`src/clock_gen_pkg.sv`:
```
// Shared constants for the clock generation and halt supervision block
package clock_gen_pkg;
    localparam int unsigned MCLK_HZ = 50000000;
    localparam int unsigned HALT_TIMEOUT_NS = 2000;
    localparam int unsigned HALT_TIMEOUT_CYCLES = (HALT_TIMEOUT_NS * (MCLK_HZ / 1000000)) / 1000;
    localparam int unsigned HALT_CNT_W = 8;
    localparam int unsigned FORCED_PINS = 12;
    localparam int unsigned SYS_DIV_W = 13;
    localparam int unsigned PER_DIV_W = 10;
    localparam int unsigned MSTBY_W = 8;
    localparam logic [7:0] MSTBY_RESET = 8'hFF;
    localparam logic [1:0] OP_MODE_SINGLE = 2'h3;
    localparam logic [1:0] CMODE_X1 = 2'h0;
    localparam logic [1:0] CMODE_X2 = 2'h1;
    localparam logic [1:0] CMODE_X4 = 2'h2;
    localparam logic [1:0] CMODE_X4_P2 = 2'h3;
    localparam logic [2:0] MULT_X1 = 3'h1;
    localparam logic [2:0] MULT_X2 = 3'h2;
    localparam logic [2:0] MULT_X4 = 3'h4;
    localparam logic [12:0] SYS_DIV_ONE = 13'h0001;
    localparam logic [9:0] PER_DIV_ONE = 10'h001;
endpackage

```
`src/clock_prescaler_if.sv`:
```
// Connection between the clock generator and its prescaler chain
`timescale 1ns/1ps
`default_nettype none
interface clock_prescaler_if;
    logic sys_tick;
    logic per_tick;
    logic [clock_gen_pkg::SYS_DIV_W-1:0] sys_taps;
    logic [clock_gen_pkg::PER_DIV_W-1:0] per_taps;
    modport gen (output sys_tick, output per_tick, input sys_taps, input per_taps);
    modport scaler (input sys_tick, input per_tick, output sys_taps, output per_taps);
endinterface
`default_nettype wire

```
`src/clock_prescaler.sv`:
```
// Binary prescaler chains for the system and peripheral clock ticks
`timescale 1ns/1ps
`default_nettype none
module clock_prescaler (
    // Clock and reset
    input wire logic mclk,
    input wire logic resetn,
    // Tick in, prescaled taps out
    clock_prescaler_if.scaler pre
);
    logic [clock_gen_pkg::SYS_DIV_W-1:0] sys_cnt;
    logic [clock_gen_pkg::PER_DIV_W-1:0] per_cnt;

    // Bit k of each counter toggles at the tick rate over 2^(k+1)
    always_ff @(posedge mclk) begin
        if (!resetn) begin
            sys_cnt <= '0;
        end else if (pre.sys_tick) begin
            sys_cnt <= sys_cnt + clock_gen_pkg::SYS_DIV_ONE;
        end
    end

    always_ff @(posedge mclk) begin
        if (!resetn) begin
            per_cnt <= '0;
        end else if (pre.per_tick) begin
            per_cnt <= per_cnt + clock_gen_pkg::PER_DIV_ONE;
        end
    end

    assign pre.sys_taps = sys_cnt;
    assign pre.per_taps = per_cnt;
endmodule
`default_nettype wire

```
`src/clock_gen_halt_detect.sv`:
```
// Clock mode decode, prescaled clocks and oscillator halt supervision
// Behaviour
// - Only single-chip mode supported; others flagged.
// - System clock is input times one, two, four.
// - Mode pins select multipliers; 11 gives peripheral x2.
// - Prescaled taps sys/2..8192, peripheral/2..1024.
// - Selected modules start in module standby.
// - Missing input edges float twelve timer pins.
// - Standby floats the twelve timer pins.
// - Leaving standby restores configured pin behaviour unless undefined state is latched.
// - Halt outside standby latches undefined state.
`timescale 1ns/1ps
`default_nettype none
module clock_gen_halt_detect (
    // Clock and reset
    input wire logic mclk,
    input wire logic resetn,
    // Oscillator input, sampled
    input wire logic clock_input_pin,
    // Mode straps
    input wire logic [1:0] op_mode_pins,
    input wire logic clock_mode_pin_low,
    input wire logic clock_mode_pin_high,
    // Standby control
    input wire logic standby,
    input wire logic [7:0] mstby_clear,
    // Timer pins as configured by pin_function_setting
    input wire logic [11:0] timer_out,
    input wire logic [11:0] timer_oe,
    // Clock outputs
    output logic [2:0] sys_mult,
    output logic [2:0] per_mult,
    output logic [12:0] sys_prescaled,
    output logic [9:0] per_prescaled,
    // Status
    output logic mode_unsupported,
    output logic clock_halted,
    output logic halt_undefined,
    output logic [7:0] module_standby,
    // Timer pin drive
    output logic [11:0] timer_pin_out,
    output logic [11:0] timer_pin_oe
);
    clock_prescaler_if pre ();

    logic in_prev;
    logic [clock_gen_pkg::HALT_CNT_W-1:0] idle_cnt;
    logic next_halted;
    logic halt_event;
    logic float_pins;
    logic input_rise;
    logic [2:0] ratio_cnt;
    logic [2:0] per_ratio_cnt;
    logic [1:0] cmode;

    // Straps read as one two-bit code, high pin first
    assign cmode = {clock_mode_pin_high, clock_mode_pin_low};

    function automatic logic [2:0] sys_mult_of(input logic [1:0] m);
        case (m)
            clock_gen_pkg::CMODE_X1: sys_mult_of = clock_gen_pkg::MULT_X1;
            clock_gen_pkg::CMODE_X2: sys_mult_of = clock_gen_pkg::MULT_X2;
            default: sys_mult_of = clock_gen_pkg::MULT_X4;
        endcase
    endfunction

    function automatic logic [2:0] per_mult_of(input logic [1:0] m);
        if (m == clock_gen_pkg::CMODE_X4_P2) begin
            per_mult_of = clock_gen_pkg::MULT_X2;
        end else begin
            per_mult_of = sys_mult_of(m);
        end
    endfunction

    // Burst counter steps down to zero and rests there
    function automatic logic [2:0] burst_next(input logic [2:0] cnt);
        if (cnt != 3'h0) begin
            burst_next = cnt - 3'h1;
        end else begin
            burst_next = 3'h0;
        end
    endfunction

    // Multiplier selection; straps must not change while powered
    always_ff @(posedge mclk) begin
        if (!resetn) begin
            sys_mult <= clock_gen_pkg::MULT_X1;
            per_mult <= clock_gen_pkg::MULT_X1;
        end else begin
            sys_mult <= sys_mult_of(cmode);
            per_mult <= per_mult_of(cmode);
        end
    end

    // Extension modes are only reported; nothing else reacts to them
    always_ff @(posedge mclk) begin
        if (!resetn) begin
            mode_unsupported <= 1'b0;
        end else begin
            mode_unsupported <= (op_mode_pins != clock_gen_pkg::OP_MODE_SINGLE);
        end
    end

    // Edge detect on the input clock and timeout counted on mclk
    // Resets to the idle-high level so releasing reset fakes no rising edge
    always_ff @(posedge mclk) begin
        if (!resetn) begin
            in_prev <= 1'b1;
        end else begin
            in_prev <= clock_input_pin;
        end
    end

    // Standby resets the timer: a stopped external clock is expected there
    always_ff @(posedge mclk) begin
        if (!resetn) begin
            idle_cnt <= '0;
        end else if (standby || clock_input_pin != in_prev) begin
            idle_cnt <= '0;
        end else if (!next_halted) begin
            idle_cnt <= idle_cnt + 1'b1;
        end
    end

    // Counter saturates at the limit so a long halt never wraps into a false recovery
    assign next_halted = (32'(idle_cnt) >= clock_gen_pkg::HALT_TIMEOUT_CYCLES - 1);

    // A parked source in standby is expected and is not a halt
    assign halt_event = next_halted && !standby;

    // Level follows the detector and drops again once edges return
    always_ff @(posedge mclk) begin
        if (!resetn) begin
            clock_halted <= 1'b0;
        end else begin
            clock_halted <= halt_event;
        end
    end

    // Sticky: no recovery even if oscillation resumes
    always_ff @(posedge mclk) begin
        if (!resetn) begin
            halt_undefined <= 1'b0;
        end else if (halt_event) begin
            halt_undefined <= 1'b1;
        end
    end

    // Pin override beats any pin function selection
    assign float_pins = standby || next_halted || halt_undefined;

    always_ff @(posedge mclk) begin
        if (!resetn) begin
            timer_pin_oe <= '0;
        end else if (float_pins) begin
            timer_pin_oe <= '0;
        end else begin
            timer_pin_oe <= timer_oe;
        end
    end

    // Data is parked low while floated so nothing stale shows on release
    always_ff @(posedge mclk) begin
        if (!resetn) begin
            timer_pin_out <= '0;
        end else if (float_pins) begin
            timer_pin_out <= '0;
        end else begin
            timer_pin_out <= timer_out;
        end
    end

    // Module standby starts set, software clears bits
    always_ff @(posedge mclk) begin
        if (!resetn) begin
            module_standby <= clock_gen_pkg::MSTBY_RESET;
        end else begin
            module_standby <= module_standby & ~mstby_clear;
        end
    end

    // Rising input edge; ignored in standby, where the source is parked high
    assign input_rise = clock_input_pin && !in_prev && !standby;

    // Tick generation: ticks per input edge by multiplier, modelled on mclk
    // Limitation: input edges must lie further apart than the largest multiplier
    always_ff @(posedge mclk) begin
        if (!resetn) begin
            ratio_cnt <= '0;
        end else if (input_rise) begin
            ratio_cnt <= sys_mult;
        end else begin
            ratio_cnt <= burst_next(ratio_cnt);
        end
    end

    always_ff @(posedge mclk) begin
        if (!resetn) begin
            per_ratio_cnt <= '0;
        end else if (input_rise) begin
            per_ratio_cnt <= per_mult;
        end else begin
            per_ratio_cnt <= burst_next(per_ratio_cnt);
        end
    end

    // One tick stands for each multiplied clock period
    assign pre.sys_tick = (ratio_cnt != 3'h0);
    assign pre.per_tick = (per_ratio_cnt != 3'h0);

    clock_prescaler u_prescaler (
        .mclk(mclk),
        .resetn(resetn),
        .pre(pre)
    );

    // Registered copy keeps every output on a flip-flop
    always_ff @(posedge mclk) begin
        if (!resetn) begin
            sys_prescaled <= '0;
            per_prescaled <= '0;
        end else begin
            sys_prescaled <= pre.sys_taps;
            per_prescaled <= pre.per_taps;
        end
    end
endmodule
`default_nettype wire

```
`config.mk`:
```
export PLATFORM = sky130hd
export DESIGN_NAME = clock_gen_halt_detect
export DESIGN_NICKNAME = d
export VERILOG_FILES = /design/src/clock_gen_pkg.sv /design/src/clock_prescaler_if.sv /design/src/clock_prescaler.sv /design/src/clock_gen_halt_detect.sv
export SDC_FILE = /design/constraint.sdc
export NUM_CORES = 1
export LEC_CHECK = 0
export BUFFER_PORTS_ARGS = -buffer_cell sky130_fd_sc_hd__buf_4
export CAP_MARGIN = 20
export CORE_MARGIN = 1.5
export CORE_UTILIZATION = 50
export CTS_BUF_LIST = sky130_fd_sc_hd__clkbuf_8
export DETAILED_ROUTE_END_ITERATION = 10
export HOLD_SLACK_MARGIN = 0.12
export PLACE_DENSITY = 0.87
export SYNTH_ARGS = -nofsm -noshare
export SYNTH_HDL_FRONTEND = slang
export SYNTH_SLANG_ARGS = --single-unit
export TNS_END_PERCENT = 50
```
`constraint.sdc`:
```
create_clock -name mclk -period 2.6 [get_ports mclk]
set_input_delay 0.13 -clock mclk [delete_from_list [all_inputs] [get_ports mclk]]
set_output_delay 0.13 -clock mclk [all_outputs]
set_load 0.02 [all_outputs]
```
Word-level counts from Yosys, hierarchy flattened. Cells that the tools add are included.

Register bits: 102. Input port bits: 40. Output and inout bits: 64.

Add/sub/neg operators: 5. Magnitude comparators: 1. Equality and inequality tests: 4. Muxes and demuxes: 6. Bitwise logic cells: 3. Reduce and logical (&&, ||, !) cells: 14.

Operators with widths (number): 13-bit by 1-bit adder with 13-bit output, second input constant (1); 3-bit 2-to-1 mux (4); 10-bit by 1-bit adder with 10-bit output, second input constant (1); 8-bit by 1-bit adder with 8-bit output, second input constant (1); 8-bit bitwise AND (1); 8-bit by 7-bit greater-or-equal comparator with 1-bit output, second input constant (1); 8-bit inverter (1); 3-bit one-hot mux with 2 select lines (1); 3-bit nonzero test (2); 2-bit OR reduction (3); 3-bit by 1-bit subtractor with 3-bit output, second input constant (2); 1-bit logical AND (3); 1-bit logical OR (3); 2-bit by 1-bit equality test with 1-bit output, second input constant (1); 2-bit equality test, second input constant (1); 1-bit zero test (2); 2-bit zero test (1); 2-bit 2-to-1 mux (1); 2-bit != test, second input constant (1); 1-bit != test (1); 1-bit inverter (1).

Depth between registers and ports, before layout. Gate-level depths: netlist of the first run.

Depth after elaboration: 4. Gate-level depth with buffers: 7. Gate-level depth less buffers: 6.

By module. Synthesis of the first run repeated with hierarchy kept, for this count alone.

Cell total of the unflattened synthesis: 338. Area total of the unflattened synthesis: 3552.2 um^2.

By module, submodules not included: clock_gen_halt_detect (times used 1, cells each 231, area an instance 2517.4 um^2, seq. area each 1561.5 um^2); clock_prescaler (times used 1, cells each 107, area an instance 1034.7 um^2, seq. area each 460.4 um^2).

Worst setup path after synthesis of the first run. OpenSTA, ideal clock, no wires.

Path type: register -> register. Start point: register ratio_cnt[0]. End point: register u_prescaler.sys_cnt, in the netlist u_prescaler.pre.sys_taps[11]. Arrival: 1.700 ns. Required time: 2.479 ns. Path slack: 0.779 ns. Stages on the path, launching flop included: 8. Path buffers: 1. Period minus slack after synthesis: 1.821 ns. Cell sequence: dfxtp_1 > or2_2 > inv_1 > ha_1 > clkbuf_1 > nand4b_1 > nor4_1 > mux2_2.

Longest elaborated chain between the ends: 1.

Ends and longest elaborated chain: start, declared (line clock_gen_halt_detect.sv:52) `logic [2:0] ratio_cnt;`; start signal, assigned (line clock_gen_halt_detect.sv:191) `ratio_cnt <= sys_mult;`; start signal, assigned (line clock_gen_halt_detect.sv:193) `ratio_cnt <= burst_next(ratio_cnt);`; 3-bit nonzero test (line clock_gen_halt_detect.sv:208) `assign pre.sys_tick = (ratio_cnt != 3'h0);`; end signal, assigned (line clock_prescaler.sv:19) `sys_cnt <= sys_cnt + clock_gen_pkg::SYS_DIV_ONE;`; end, declared (line clock_prescaler.sv:11) `logic [clock_gen_pkg::SYS_DIV_W-1:0] sys_cnt;`.

Every way passes these cells. A chain may end at the register's enable or synchronous reset.

Final worst setup path of the first run. Same ends and word-level chain as after synthesis.

==> qor.yml, run 1 <==
synthesis:
  synth_edf_count: 0
  yosysTopAreaCell: "dfxtp_1"
  async_flop_share_pct: 0
  yosysWarnings: 0
  synth_cell_type_count: 39
  synthCells: 338
  synth_top_area_share_pct: 57.94
  syn_avg_cell_area_um2: 10.32
  synth_ff_type: "dfxtp_1"
  synth_fp_nets: 386
  ys_top_cells_by_area: "dfxtp_1, and2_1, ha_1"
  syn_area_mm2: 0.003490
  ys_seq_area_share_pct: 57.94
  ys_ff_latch: 101
route:
  drc: 0
  ant_nets: 0
  vias: 2826
  wl_per_cell_um: 13.57
  drt_iter0_markers: 56
  dr.pass1.iters: 5
  via_per_inst: 5.002
  wirelength_mm: 7.668
finish:
  n_antenna_cell: 0
  area_growth_pct: 39.73
  final_cell_area_mm2: 0.004876
  finalNetCount: 528
  drive_gt1_share_pct: 29.48
placed_design:
  gp_congestion: 0.7637
  dp_hpwl_mm: 4.735
  port_buffers: 103
  dp_slack_ns: 0.6552
  placed_area_mm2: 0.004314
critical_path:
  cp-end-kind: "register"
  worst_ep_required_time_ns: 2.84
  startpoint_type: "register"
  cp_cell_sequence: "or2_2 > inv_1 > ha_1 > nand4b_1 > nor4_1 > mux2_2"
  cpPeakStageDelay_ns: 0.38
  critical_path_class: "register to register"
  critical_path_arrival_ns: 2.26
  cpMaxStageDelayCell: "nand4b_1"
  critical_path.max_fanout: 8
clocking:
  htree_num_levels: 3
  cts_max_path_buffers: 2
  cts_tree: "built"
  cts_resized: 0
  holdBufCountCts: 37
  clock-sinks: 101
  cts_buffers: 9
  clk_latency_ns: 0.35
  cts-root-buf: "clkbuf_8"
  cts_setup_buffers: 0
  clkSlewWorstSetupHoldPaths_ns: 0.09
sta:
  max_clock_freq_ghz: 0.4949
  hold_violations: 0
  hold_slack_ns: 0.1305
  slew_headroom_pct: 33.98
  min_period_ns: 2.021
  finalClockSkew_ns: 0.01007
  rsz0062_at_grt: "false"
  worst_pin_slew_ns: 0.9893
  setup_tns_ns: 0
  slew_violations: 0
  setup_ws_ns: 0.5795
  setup_violations: 0
  fin_crit_sh_pct: 77.71
run:
  drv_cap: 0
global_route:
  grt_antenna_before_repair: 0
  grt_pass1_vias: 2681
  grt_pass1_wl_mm: 12.21
  grt_use_total_pct: 20.88
  grt-ovfl-total: 0
  grt_max_degree: 38
status:
  status: "complete, no violations"
die:
  rows: 30
  initial_core_util_pct: 51.65
  ios: 104
  die_y_um: 86.54
  core_mm2: 0.006756
  die_w_um: 86.54
  dieArea_mm2: 0.007489
power:
  power_mw: 2.822
  powerDensity_mw_per_mm2: 578.7
  p_leak_nw: 2.175
  ir_worst_vdd_uv: 313.3
min_path:
  hold_class: "primary input to register"
-- stage by stage --
step / util [%] / std cells
finish: 72.17 / 565
global route: 72.17 / 565
CTS: 72.17 / 565
detailed placement: 63.85 / 512
global placement: 63.85 / 512
floorplan: - / 338
-- logic make-up (layout without fill, tap and decap cells) --
group / Yosys count / in the layout / synth area share, %
AOI/OAI and AO/OA: 42 / 42 / 7.064
xor gates and xnor gates: 8 / 8 / 2.008
adders and majority gates: 8 / 8 / 2.869
buffers and inverters: 28 / 175 / 3.549
DFF: 101 / 101 / 57.94
muxes: 12 / 12 / 3.729
and+or+nand+nor: 139 / 139 / 22.84
-- synth_stat cells (7+ instances only) --
cell     instances
or3_1            9
inv_1           18
and2_1          37
mux2_2           8
o21ai_0         18
nor2_1          24
dfxtp_1        101
nand3_1          7
and2_2          11
ha_1             8
nand2_1         16
a21oi_1         18
-- cell type report --
| class | instances | area [µm²] |
|---|---|---|
| inverter | 18 | 67.56 |
| fill | 484 | 1881 |
| clock buffer | 9 | 123.9 |
| clock inverter | 7 | 67.56 |
| tap | 80 | 100.1 |
| multi-input combinational | 209 | 1344 |
| timing repair buffer | 141 | 1151 |
| sequential | 101 | 2022 |
-- flip-flops by register name (all words and copies together), names as in the netlist --
register	cells
clock_halted	1
halt_undefined	1
idle_cnt	8
in_prev	1
mode_unsupported	1
module_standby	8
per_mult	2
per_prescaled	10
per_ratio_cnt	3
ratio_cnt	3
sys_mult	3
sys_prescaled	13
timer_pin_oe	12
timer_pin_out	12
u_prescaler.pre.per_taps	10
u_prescaler.pre.sys_taps	13
-- layout by cell type, fill, tap and decap left out, types with 2 or more instances in the layout --
master,n
a21oi_1,18
and2_1,37
and2_2,11
and3_1,2
buf_4,104
clkbuf_8,9
clkinv_2,2
clkinvlp_4,2
dfxtp_1,101
dlygate4sd3_1,37
ha_1,8
inv_1,19
mux2_2,8
mux2i_1,4
nand2_1,16
nand2b_1,4
nand3_1,7
nand3b_1,3
nand4_1,2
nand4b_1,4
nor2_1,24
nor2b_1,6
nor3_1,4
nor4_1,3
o21ai_0,18
or2_2,2
or3_1,9
xnor2_1,3
xor2_1,5
-- per-layer routing --
metal	track usage (%)	vias up	part of all wire [%]
li1	-	1398	-
met1	24.18	1320	42
met2	36.65	97	50
met3	4.667	11	6.0
met4	9.677	0	1.6
met5	0	-	0
-- final timing paths --
kind	from	endpoint	slack, ns	cells after the start
max	ratio_cnt[0]$_SDFF_PN0_	u_prescaler.pre.sys_taps[11]$_SDFFE_PN0N_	0.58	6
max reg2reg	ratio_cnt[0]$_SDFF_PN0_	u_prescaler.pre.sys_taps[11]$_SDFFE_PN0N_	0.58	6
min reg2reg	per_mult[2]$_SDFF_PP0_	per_ratio_cnt[2]$_SDFF_PN0_	0.46	2
min	resetn	in_prev$_SDFF_PN1_	0.13	2
-- power breakdown --
| part | switching, mW | internal (mW) | total, mW |
|---|---|---|---|
| logic | 0.120 | 0.147 | 0.267 |
| registers | 0.0204 | 1.58 | 1.61 |
| clock network | 0.510 | 0.440 | 0.950 |
| total | 0.651 | 2.17 | 2.82 |
-- critical path, delay by kind of cell, from the launching register on --
| kind | cells | cell delay (ns) |
|---|---|---|
| multiplexers | 1 | 0.37 |
| AND/OR/NAND/NOR | 3 | 0.86 |
| flip-flops | 1 | 0.35 |
| buffers and inverters | 1 | 0.05 |
| adder cells (fa/ha/maj) | 1 | 0.28 |
(Power assumes the default switching activity.)
==> run 2, diff against run 1 <==
--- a/config.mk
+++ b/config.mk
@@ -5,14 +5,15 @@
 export SDC_FILE = /design/constraint.sdc
 export NUM_CORES = 1
 export LEC_CHECK = 0
+export ABC_AREA = 1
 export BUFFER_PORTS_ARGS = -buffer_cell sky130_fd_sc_hd__buf_4
 export CAP_MARGIN = 20
 export CORE_MARGIN = 1.5
-export CORE_UTILIZATION = 50
+export CORE_UTILIZATION = 48
 export CTS_BUF_LIST = sky130_fd_sc_hd__clkbuf_8
 export DETAILED_ROUTE_END_ITERATION = 10
 export HOLD_SLACK_MARGIN = 0.12
-export PLACE_DENSITY = 0.87
+export PLACE_DENSITY = 0.86
 export SYNTH_ARGS = -nofsm -noshare
 export SYNTH_HDL_FRONTEND = slang
 export SYNTH_SLANG_ARGS = --single-unit
==> constraint.sdc (replaced) <==
create_clock -name mclk -period 1.8 [get_ports mclk]
set_input_delay 0.09 -clock mclk [delete_from_list [all_inputs] [get_ports mclk]]
set_output_delay 0.09 -clock mclk [all_outputs]
set_load 0.02 [all_outputs]
==> qor.yml, run 2 <==
die:
  rows: 31  # +3.3%
  die_w_um: 90.84  # +5.0%
  ios: 104  # unchanged
  core_mm2: 0.007370  # +9.1%
  initial_core_util_pct: 50.25  # -1.4 points
  die_y_um: 90.84  # +5.0%
  dieArea_mm2: 0.008252  # +10%
global_route:
  grt-ovfl-total: 0  # unchanged
  grt_antenna_before_repair: 0  # unchanged
  grt_pass1_wl_mm: 15.15  # +24%
  grt_max_degree: 40  # +5.3%
  grt_use_total_pct: 23.09  # +2.2 points
  grt_pass1_vias: 3343  # +25%
placed_design:
  dp_hpwl_mm: 5.297  # +12%
  port_buffers: 103  # unchanged
  gp_congestion: 0.8585  # +12%
synthesis:
  synth.most_common_cell: "dfxtp_1"
  synth_edf_count: 0  # unchanged
  synth_fp_nets: 511  # +32%
  syn_avg_cell_area_um2: 7.999  # -23%
  yosysTopAreaCell: "dfxtp_1"
  synth_top_area_share_pct: 54.59  # -3.3 points
  syn_area_mm2: 0.003704  # +6.1%
  async_flop_share_pct: 0  # unchanged
  yosysWarnings: 0  # unchanged
  ys_top_cells_by_area: "dfxtp_1, inv_1, nand2_1"
  synthCells: 463  # +37%
  ys_ff_latch: 101  # unchanged
  synth_cell_type_count: 27  # -31%
  ys_seq_area_share_pct: 54.59  # -3.3 points
  synth_ff_type: "dfxtp_1"
  synth_common_cells: "dfxtp_1, inv_1, nand2_1, nor2_1, o21ai_0"
clocking:
  cts_tree: "built"
  clk_latency_ns: 0.36  # about the same
  cts_buffers: 9  # unchanged
  clock-sinks: 101  # unchanged
  cts_max_path_buffers: 2  # unchanged
  htree_num_levels: 3  # unchanged
  clkSlewWorstSetupHoldPaths_ns: 0.10  # about the same
  cts-root-buf: "clkbuf_8"
  cts_setup_buffers: 0  # unchanged
route:
  dr.pass1.iters: 4  # -1
  drt_iter0_markers: 109  # +95%
  vias: 3325  # +18%
  wirelength_mm: 9.148  # +19%
  via_per_inst: 4.618  # -7.7%
  ant_nets: 0  # unchanged
  drc: 0  # unchanged
  wl_per_cell_um: 12.71  # -6.4%
power:
  ir_worst_vdd_uv: 459.3  # +47%
  power_mw: 4.472  # +58%
  p_leak_nw: 2.695  # +24%
  powerDensity_mw_per_mm2: 846.0  # +46%
sta:
  fin_crit_sh_pct: 88.93
  finalClockSkew_ns: 0.01475  # +0.004677 ns
  max_clock_freq_ghz: 0.6247
  rsz0062_at_grt: "false"
  setup_violations: 0  # unchanged
  worst_pin_slew_ns: 0.4459  # -0.5433 ns
  hold_violations: 0  # unchanged
  slew_violations: 0  # unchanged
  slew_headroom_pct: 70.24  # +36 points
  setup_tns_ns: 0  # unchanged
  min_period_ns: 1.601
critical_path:
  critical_path_class: "primary input to register"
  startpoint: "resetn"
  startpoint_type: "primary input"
  crit_end: "mode_unsupported$_SDFF_PN0_"
  regToRegSetupSlack_ns: 0.25  # -0.33 ns
  critical_path_arrival_ns: 1.86  # -0.40 ns
  worst_ep_required_time_ns: 2.06  # -0.78 ns
  cp_cell_sequence: "dlygate4sd3_1 > buf_4 > inv_1 > a21oi_1 > dlygate4sd3_1"
  cpPeakStageDelay_ns: 0.57  # +0.19 ns
  timing.rr.end: "u_prescaler.pre.per_taps[6]$_SDFFE_PN0N_"
  r2r-start: "per_ratio_cnt[0]$_SDFF_PN0_"
  cp-end-kind: "register"
  cp_common_cell: "dlygate4sd3_1"
  critical_path.max_fanout: 20  # +12
  cpMaxStageDelayCell: "dlygate4sd3_1"
  r2r_cells: 8  # +2
run:
  drv_cap: 0  # unchanged
min_path:
  hold_class: "primary input to register"
finish:
  area_growth_pct: 42.74
  n_antenna_cell: 0  # unchanged
  layout_commonest_cell: "buf_4"
  drive_gt1_share_pct: 23.67  # -5.8 points
  finalNetCount: 664  # +26%
  final_cell_mix: "buf_4, dfxtp_1, inv_1"
status:
  status: "complete, no violations"
==> run 2: cell count changes after synthesis, moves of 9 or more <==
| cell | delta |
|---|---|
| and2_1 | -37 |
| and2_2 | -11 |
| inv_1 | +78 |
| nand2_1 | +68 |
| nor2_1 | +35 |
| nor2_2 | +18 |
| or3_1 | -9 |
==> run 2: cell families (layout without fill, tap and decap cells) <==
| kind of cell | Yosys count | after routing | share of synthesized area, % |
|---|---|---|---|
| simple gates | 194 | 195 | 23.31 |
| buf+inv | 109 | 266 | 11.82 |
| flops | 101 | 101 | 54.59 |
| compound gates | 48 | 48 | 6.858 |
| fa+ha+maj | 8 | 8 | 2.703 |
| xor+xnor | 3 | 3 | 0.7096 |
==> run 2: through the flow <==
stage	hold slack (ns)	area (µm²)	utilization, %	setup WS (ns)	instances
after detailed placement	0.2583	4534	61.53	0.06020	654
after floorplan	0.1624	3704	-	0.4329	463
after CTS	0.4315	5265	71.44	0.03643	719
after global placement	0.2607	4534	61.53	0.2494	654
final	0.4400	5286	71.73	0.1993	720
after global routing	0.4555	5286	71.73	0.07831	720
==> run 2: worst min path at each step <==
| stage | start | end | slack, ns | cells after the start |
|---|---|---|---|---|
| 6_report | op_mode_pins[0] | mode_unsupported$_SDFF_PN0_ | 0.44 | 3 |
| 2_1_floorplan | clock_mode_pin_low | per_mult[2]$_SDFF_PP0_ | 0.16 | 1 |
| 3_3_place_gp | clock_mode_pin_low | per_mult[2]$_SDFF_PP0_ | 0.26 | 2 |
| 5_1_grt | op_mode_pins[0] | mode_unsupported$_SDFF_PN0_ | 0.46 | 3 |
| 4_1_cts | op_mode_pins[0] | mode_unsupported$_SDFF_PN0_ | 0.43 | 3 |
| 3_5_place_dp | clock_mode_pin_low | per_mult[2]$_SDFF_PP0_ | 0.26 | 2 |
==> run 2: per-layer routing <==
layer | up-vias | wire length (µm) | GRT usage, %
met1 | 1492 | 3772 | 24.48
met3 | 20 | 554 | 6.566
met4 | 0 | 210 | 9.766
met2 | 122 | 4611 | 42.42
met5 | - | 0 | 0
li1 | 1691 | - | -
==> run 2: timing repair <==
| item | 4_1_cts | 5_1_grt |
|---|---|---|
| endpoints found under the setup margin | 0 | 24 |
| endpoints found under the hold margin | 45 | 0 |
| resized for setup | 0 | 1 |
| hold buffers | 49 | 0 |
==> run 2: area by class of cell <==
| type | count | area (µm²) |
|---|---|---|
| Clock buffer | 11 | 151.4 |
| Clock inverter | 5 | 88.84 |
| Fill cell | 526 | 2083 |
| Inverter | 97 | 364.1 |
| Multi-Input combinational cell | 254 | 1265 |
| Sequential cell | 101 | 2022 |
| Tap cell | 99 | 123.9 |
| Timing Repair Buffer | 153 | 1271 |
==> run 2: power breakdown <==
| part | leakage, nW | internal (mW) | total [mW] | switching [mW] |
|---|---|---|---|---|
| Combinational | 1.75 | 0.239 | 0.484 | 0.244 |
| Sequential | 0.823 | 2.30 | 2.34 | 0.0404 |
| Clock | 0.122 | 0.876 | 1.65 | 0.773 |
==> run 2: critical path: cells and delay by family <==
kind / cells / cell delay, ns
AO/OA/AOI/OAI: 1 / 0.08
buffers and inverters: 4 / 1.70
==> run 3, diff against run 2 <==
--- a/config.mk
+++ b/config.mk
@@ -8,12 +8,15 @@
 export ABC_AREA = 1
 export BUFFER_PORTS_ARGS = -buffer_cell sky130_fd_sc_hd__buf_4
 export CAP_MARGIN = 20
+export CELL_PAD_IN_SITES_DETAIL_PLACEMENT = 1
+export CELL_PAD_IN_SITES_GLOBAL_PLACEMENT = 1
 export CORE_MARGIN = 1.5
-export CORE_UTILIZATION = 48
+export CORE_UTILIZATION = 35
 export CTS_BUF_LIST = sky130_fd_sc_hd__clkbuf_8
 export DETAILED_ROUTE_END_ITERATION = 10
+export GPL_ROUTABILITY_DRIVEN = 1
 export HOLD_SLACK_MARGIN = 0.12
-export PLACE_DENSITY = 0.86
+export PLACE_DENSITY = 0.87
 export SYNTH_ARGS = -nofsm -noshare
 export SYNTH_HDL_FRONTEND = slang
 export SYNTH_SLANG_ARGS = --single-unit
==> qor.yml, run 3 (synthesis results as in run 2) <==
status:
  status: "complete, no violations"
sta:
  setup_violations: 0  # unchanged
  setup_tns_ns: 0  # unchanged
  hold_slack_ns: 0.4447  # +0.004660 ns
  worst_pin_slew_ns: 0.5223  # +0.07637 ns
  slew_headroom_pct: 65.14  # -5.1 points
  finalClockSkew_ns: 0.02271  # +0.007956 ns
  slew_violations: 0  # unchanged
  fin_crit_sh_pct: 96.66  # +7.7 points
  rsz0062_at_grt: "true"
  hold_violations: 0  # unchanged
  min_period_ns: 1.740  # +0.1391 ns
  max_clock_freq_ghz: 0.5748  # -8.0%
finish:
  num-fill-cells: 1269  # +140%
  drive_gt1_share_pct: 23.86  # +0.18 points
  final_cell_mix: "buf_4, dfxtp_1, inv_1"
  area_growth_pct: 40.44
  layout_commonest_cell: "buf_4"
  n_antenna_cell: 0  # unchanged
  seqCellArea_mm2: 0.002022  # unchanged
  finalNetCount: 655  # -1.4%
  multiInputGateArea_mm2: 0.001265  # unchanged
route:
  ant_nets: 0  # unchanged
  wl_per_cell_um: 15.18  # +20%
  via_per_inst: 4.607  # -0.24%
  drt_iter0_markers: 60  # -45%
  drc: 0  # unchanged
  wirelength_mm: 11.36  # +24%
  dr.pass1.iters: 4  # unchanged
  vias: 3446  # +3.6%
critical_path:
  worst_ep_required_time_ns: 2.12  # +0.06 ns
  critical_path_arrival_ns: 2.06  # +0.20 ns
  critical_path.max_fanout: 27  # +35%
  critical_path_class: "primary input to register"
  startpoint_type: "primary input"
  cp_common_cell: "dlygate4sd3_1"
  path_buf_inv: 4  # unchanged
  crit_cells: 5  # unchanged
  cpPeakStageDelay_ns: 0.60  # +0.03 ns
  cp-end-kind: "register"
  r2r_cells: 6  # -2
  cpMaxStageDelayCell: "dlygate4sd3_1"
  cpLargestDelayFamily: "buffers and inverters"
  cp_cell_sequence: "dlygate4sd3_1 > buf_6 > inv_1 > a21oi_1 > dlygate4sd3_1"
die:
  die_y_um: 105.9  # +17%
  die_w_um: 105.9  # +17%
  dieArea_mm2: 0.01121  # +36%
  core_mm2: 0.01028  # +39%
  ios: 104  # unchanged
  initial_core_util_pct: 36.04  # -14 points
  rows: 37  # +19%
clocking:
  clk_latency_ns: 0.38  # +0.02 ns
  clock-sinks: 101  # unchanged
  cts-root-buf: "clkbuf_8"
  clkSlewWorstSetupHoldPaths_ns: 0.12  # +0.02 ns
  htree_num_levels: 3  # unchanged
  cts_buffers: 9  # unchanged
  cts_tree: "built"
  cts_max_path_buffers: 2  # unchanged
global_route:
  grt_pass1_vias: 3714  # +11%
  grt-ovfl-total: 0  # unchanged
  grt_pass1_wl_mm: 17.80  # +17%
  grt_max_degree: 33  # -18%
  grt_use_total_pct: 20.61  # -2.5 points
  grt_antenna_before_repair: 0  # unchanged
power:
  ir_worst_vdd_uv: 486.8  # +6.0%
  p_leak_nw: 2.639  # -2.1%
  powerDensity_mw_per_mm2: 822.8  # -2.7%
placed_design:
  port_buffers: 103  # unchanged
  dp_hpwl_mm: 6.806  # +28%
  gp_congestion: 0.7988  # -7.0%
run:
  drv_cap: 0  # unchanged
min_path:
  hold_class: "register to register"
  holdPathStages: 2  # -1
==> run 3: power by group <==
part	switching [mW]	internal, mW	total (mW)
sequential	0.0411	2.30	2.34
clock	0.830	0.637	1.47
combinational	0.247	0.225	0.471
total	1.12	3.16	4.28
==> run 3: area by class of cell <==
class                   count  area share (%)
flip-flops and latches    101           38.87
multi-input cells         254           24.32
repair buffers            144           22.85
inverters                  97           7.000
well taps                 136           3.272
clock buffers               9           2.382
clock inverters             7           1.299
==> run 3: worst paths after layout <==
| kind | startpoint | to | slack, ns |
|---|---|---|---|
| worst max-delay path | resetn | mode_unsupported$_SDFF_PN0_ | 0.06 |
| worst min-delay path | u_prescaler.pre.per_taps[0]$_SDFFE_PN0N_ | per_prescaled[0]$_SDFF_PN0_ | 0.44 |
| worst max register to register | idle_cnt[0]$_SDFFE_PP0N_ | timer_pin_oe[3]$_SDFF_PP0_ | 0.12 |
| worst min register to register | u_prescaler.pre.per_taps[0]$_SDFFE_PN0N_ | per_prescaled[0]$_SDFF_PN0_ | 0.44 |
==> run 3: what timing repair did <==
action | CTS | global route
gates resized for setup | 0 | 3
setup endpoints to repair | 0 | 26
endpoints found under the hold margin | 51 | 0
buffers inserted | 0 | 0
hold buffers | 40 | 0
==> run 3: tightest hold or removal path, cell delays in order (launching register included) <==
cell and delay [ns]:
dfxtp_1 0.33, nand2_1 0.06, inv_1 0.03
==> run 3: per-stage QoR <==
stage	instance area, µm²	utilization [%]	power [mW]	instances	setup slack, ns
after CTS	5172	50.33	4.255	747	0.01087
after global placement	4581	44.57	2.754	691	0.2196
after detailed placement	4581	44.57	2.776	691	0.06022
after global routing	5201	50.61	4.438	748	0.0007105
final	5201	50.61	4.279	748	0.06017
after floorplan	3704	-	2.593	463	0.4329
==> run 3: metal layers <==
layer	GRT usage (%)	routed length [µm]	vias up
li1	-	-	1673
met1	19.62	4188	1652
met2	40.54	6304	88
met3	3.896	393	33
met4	11.87	472	0
met5	0	0	-
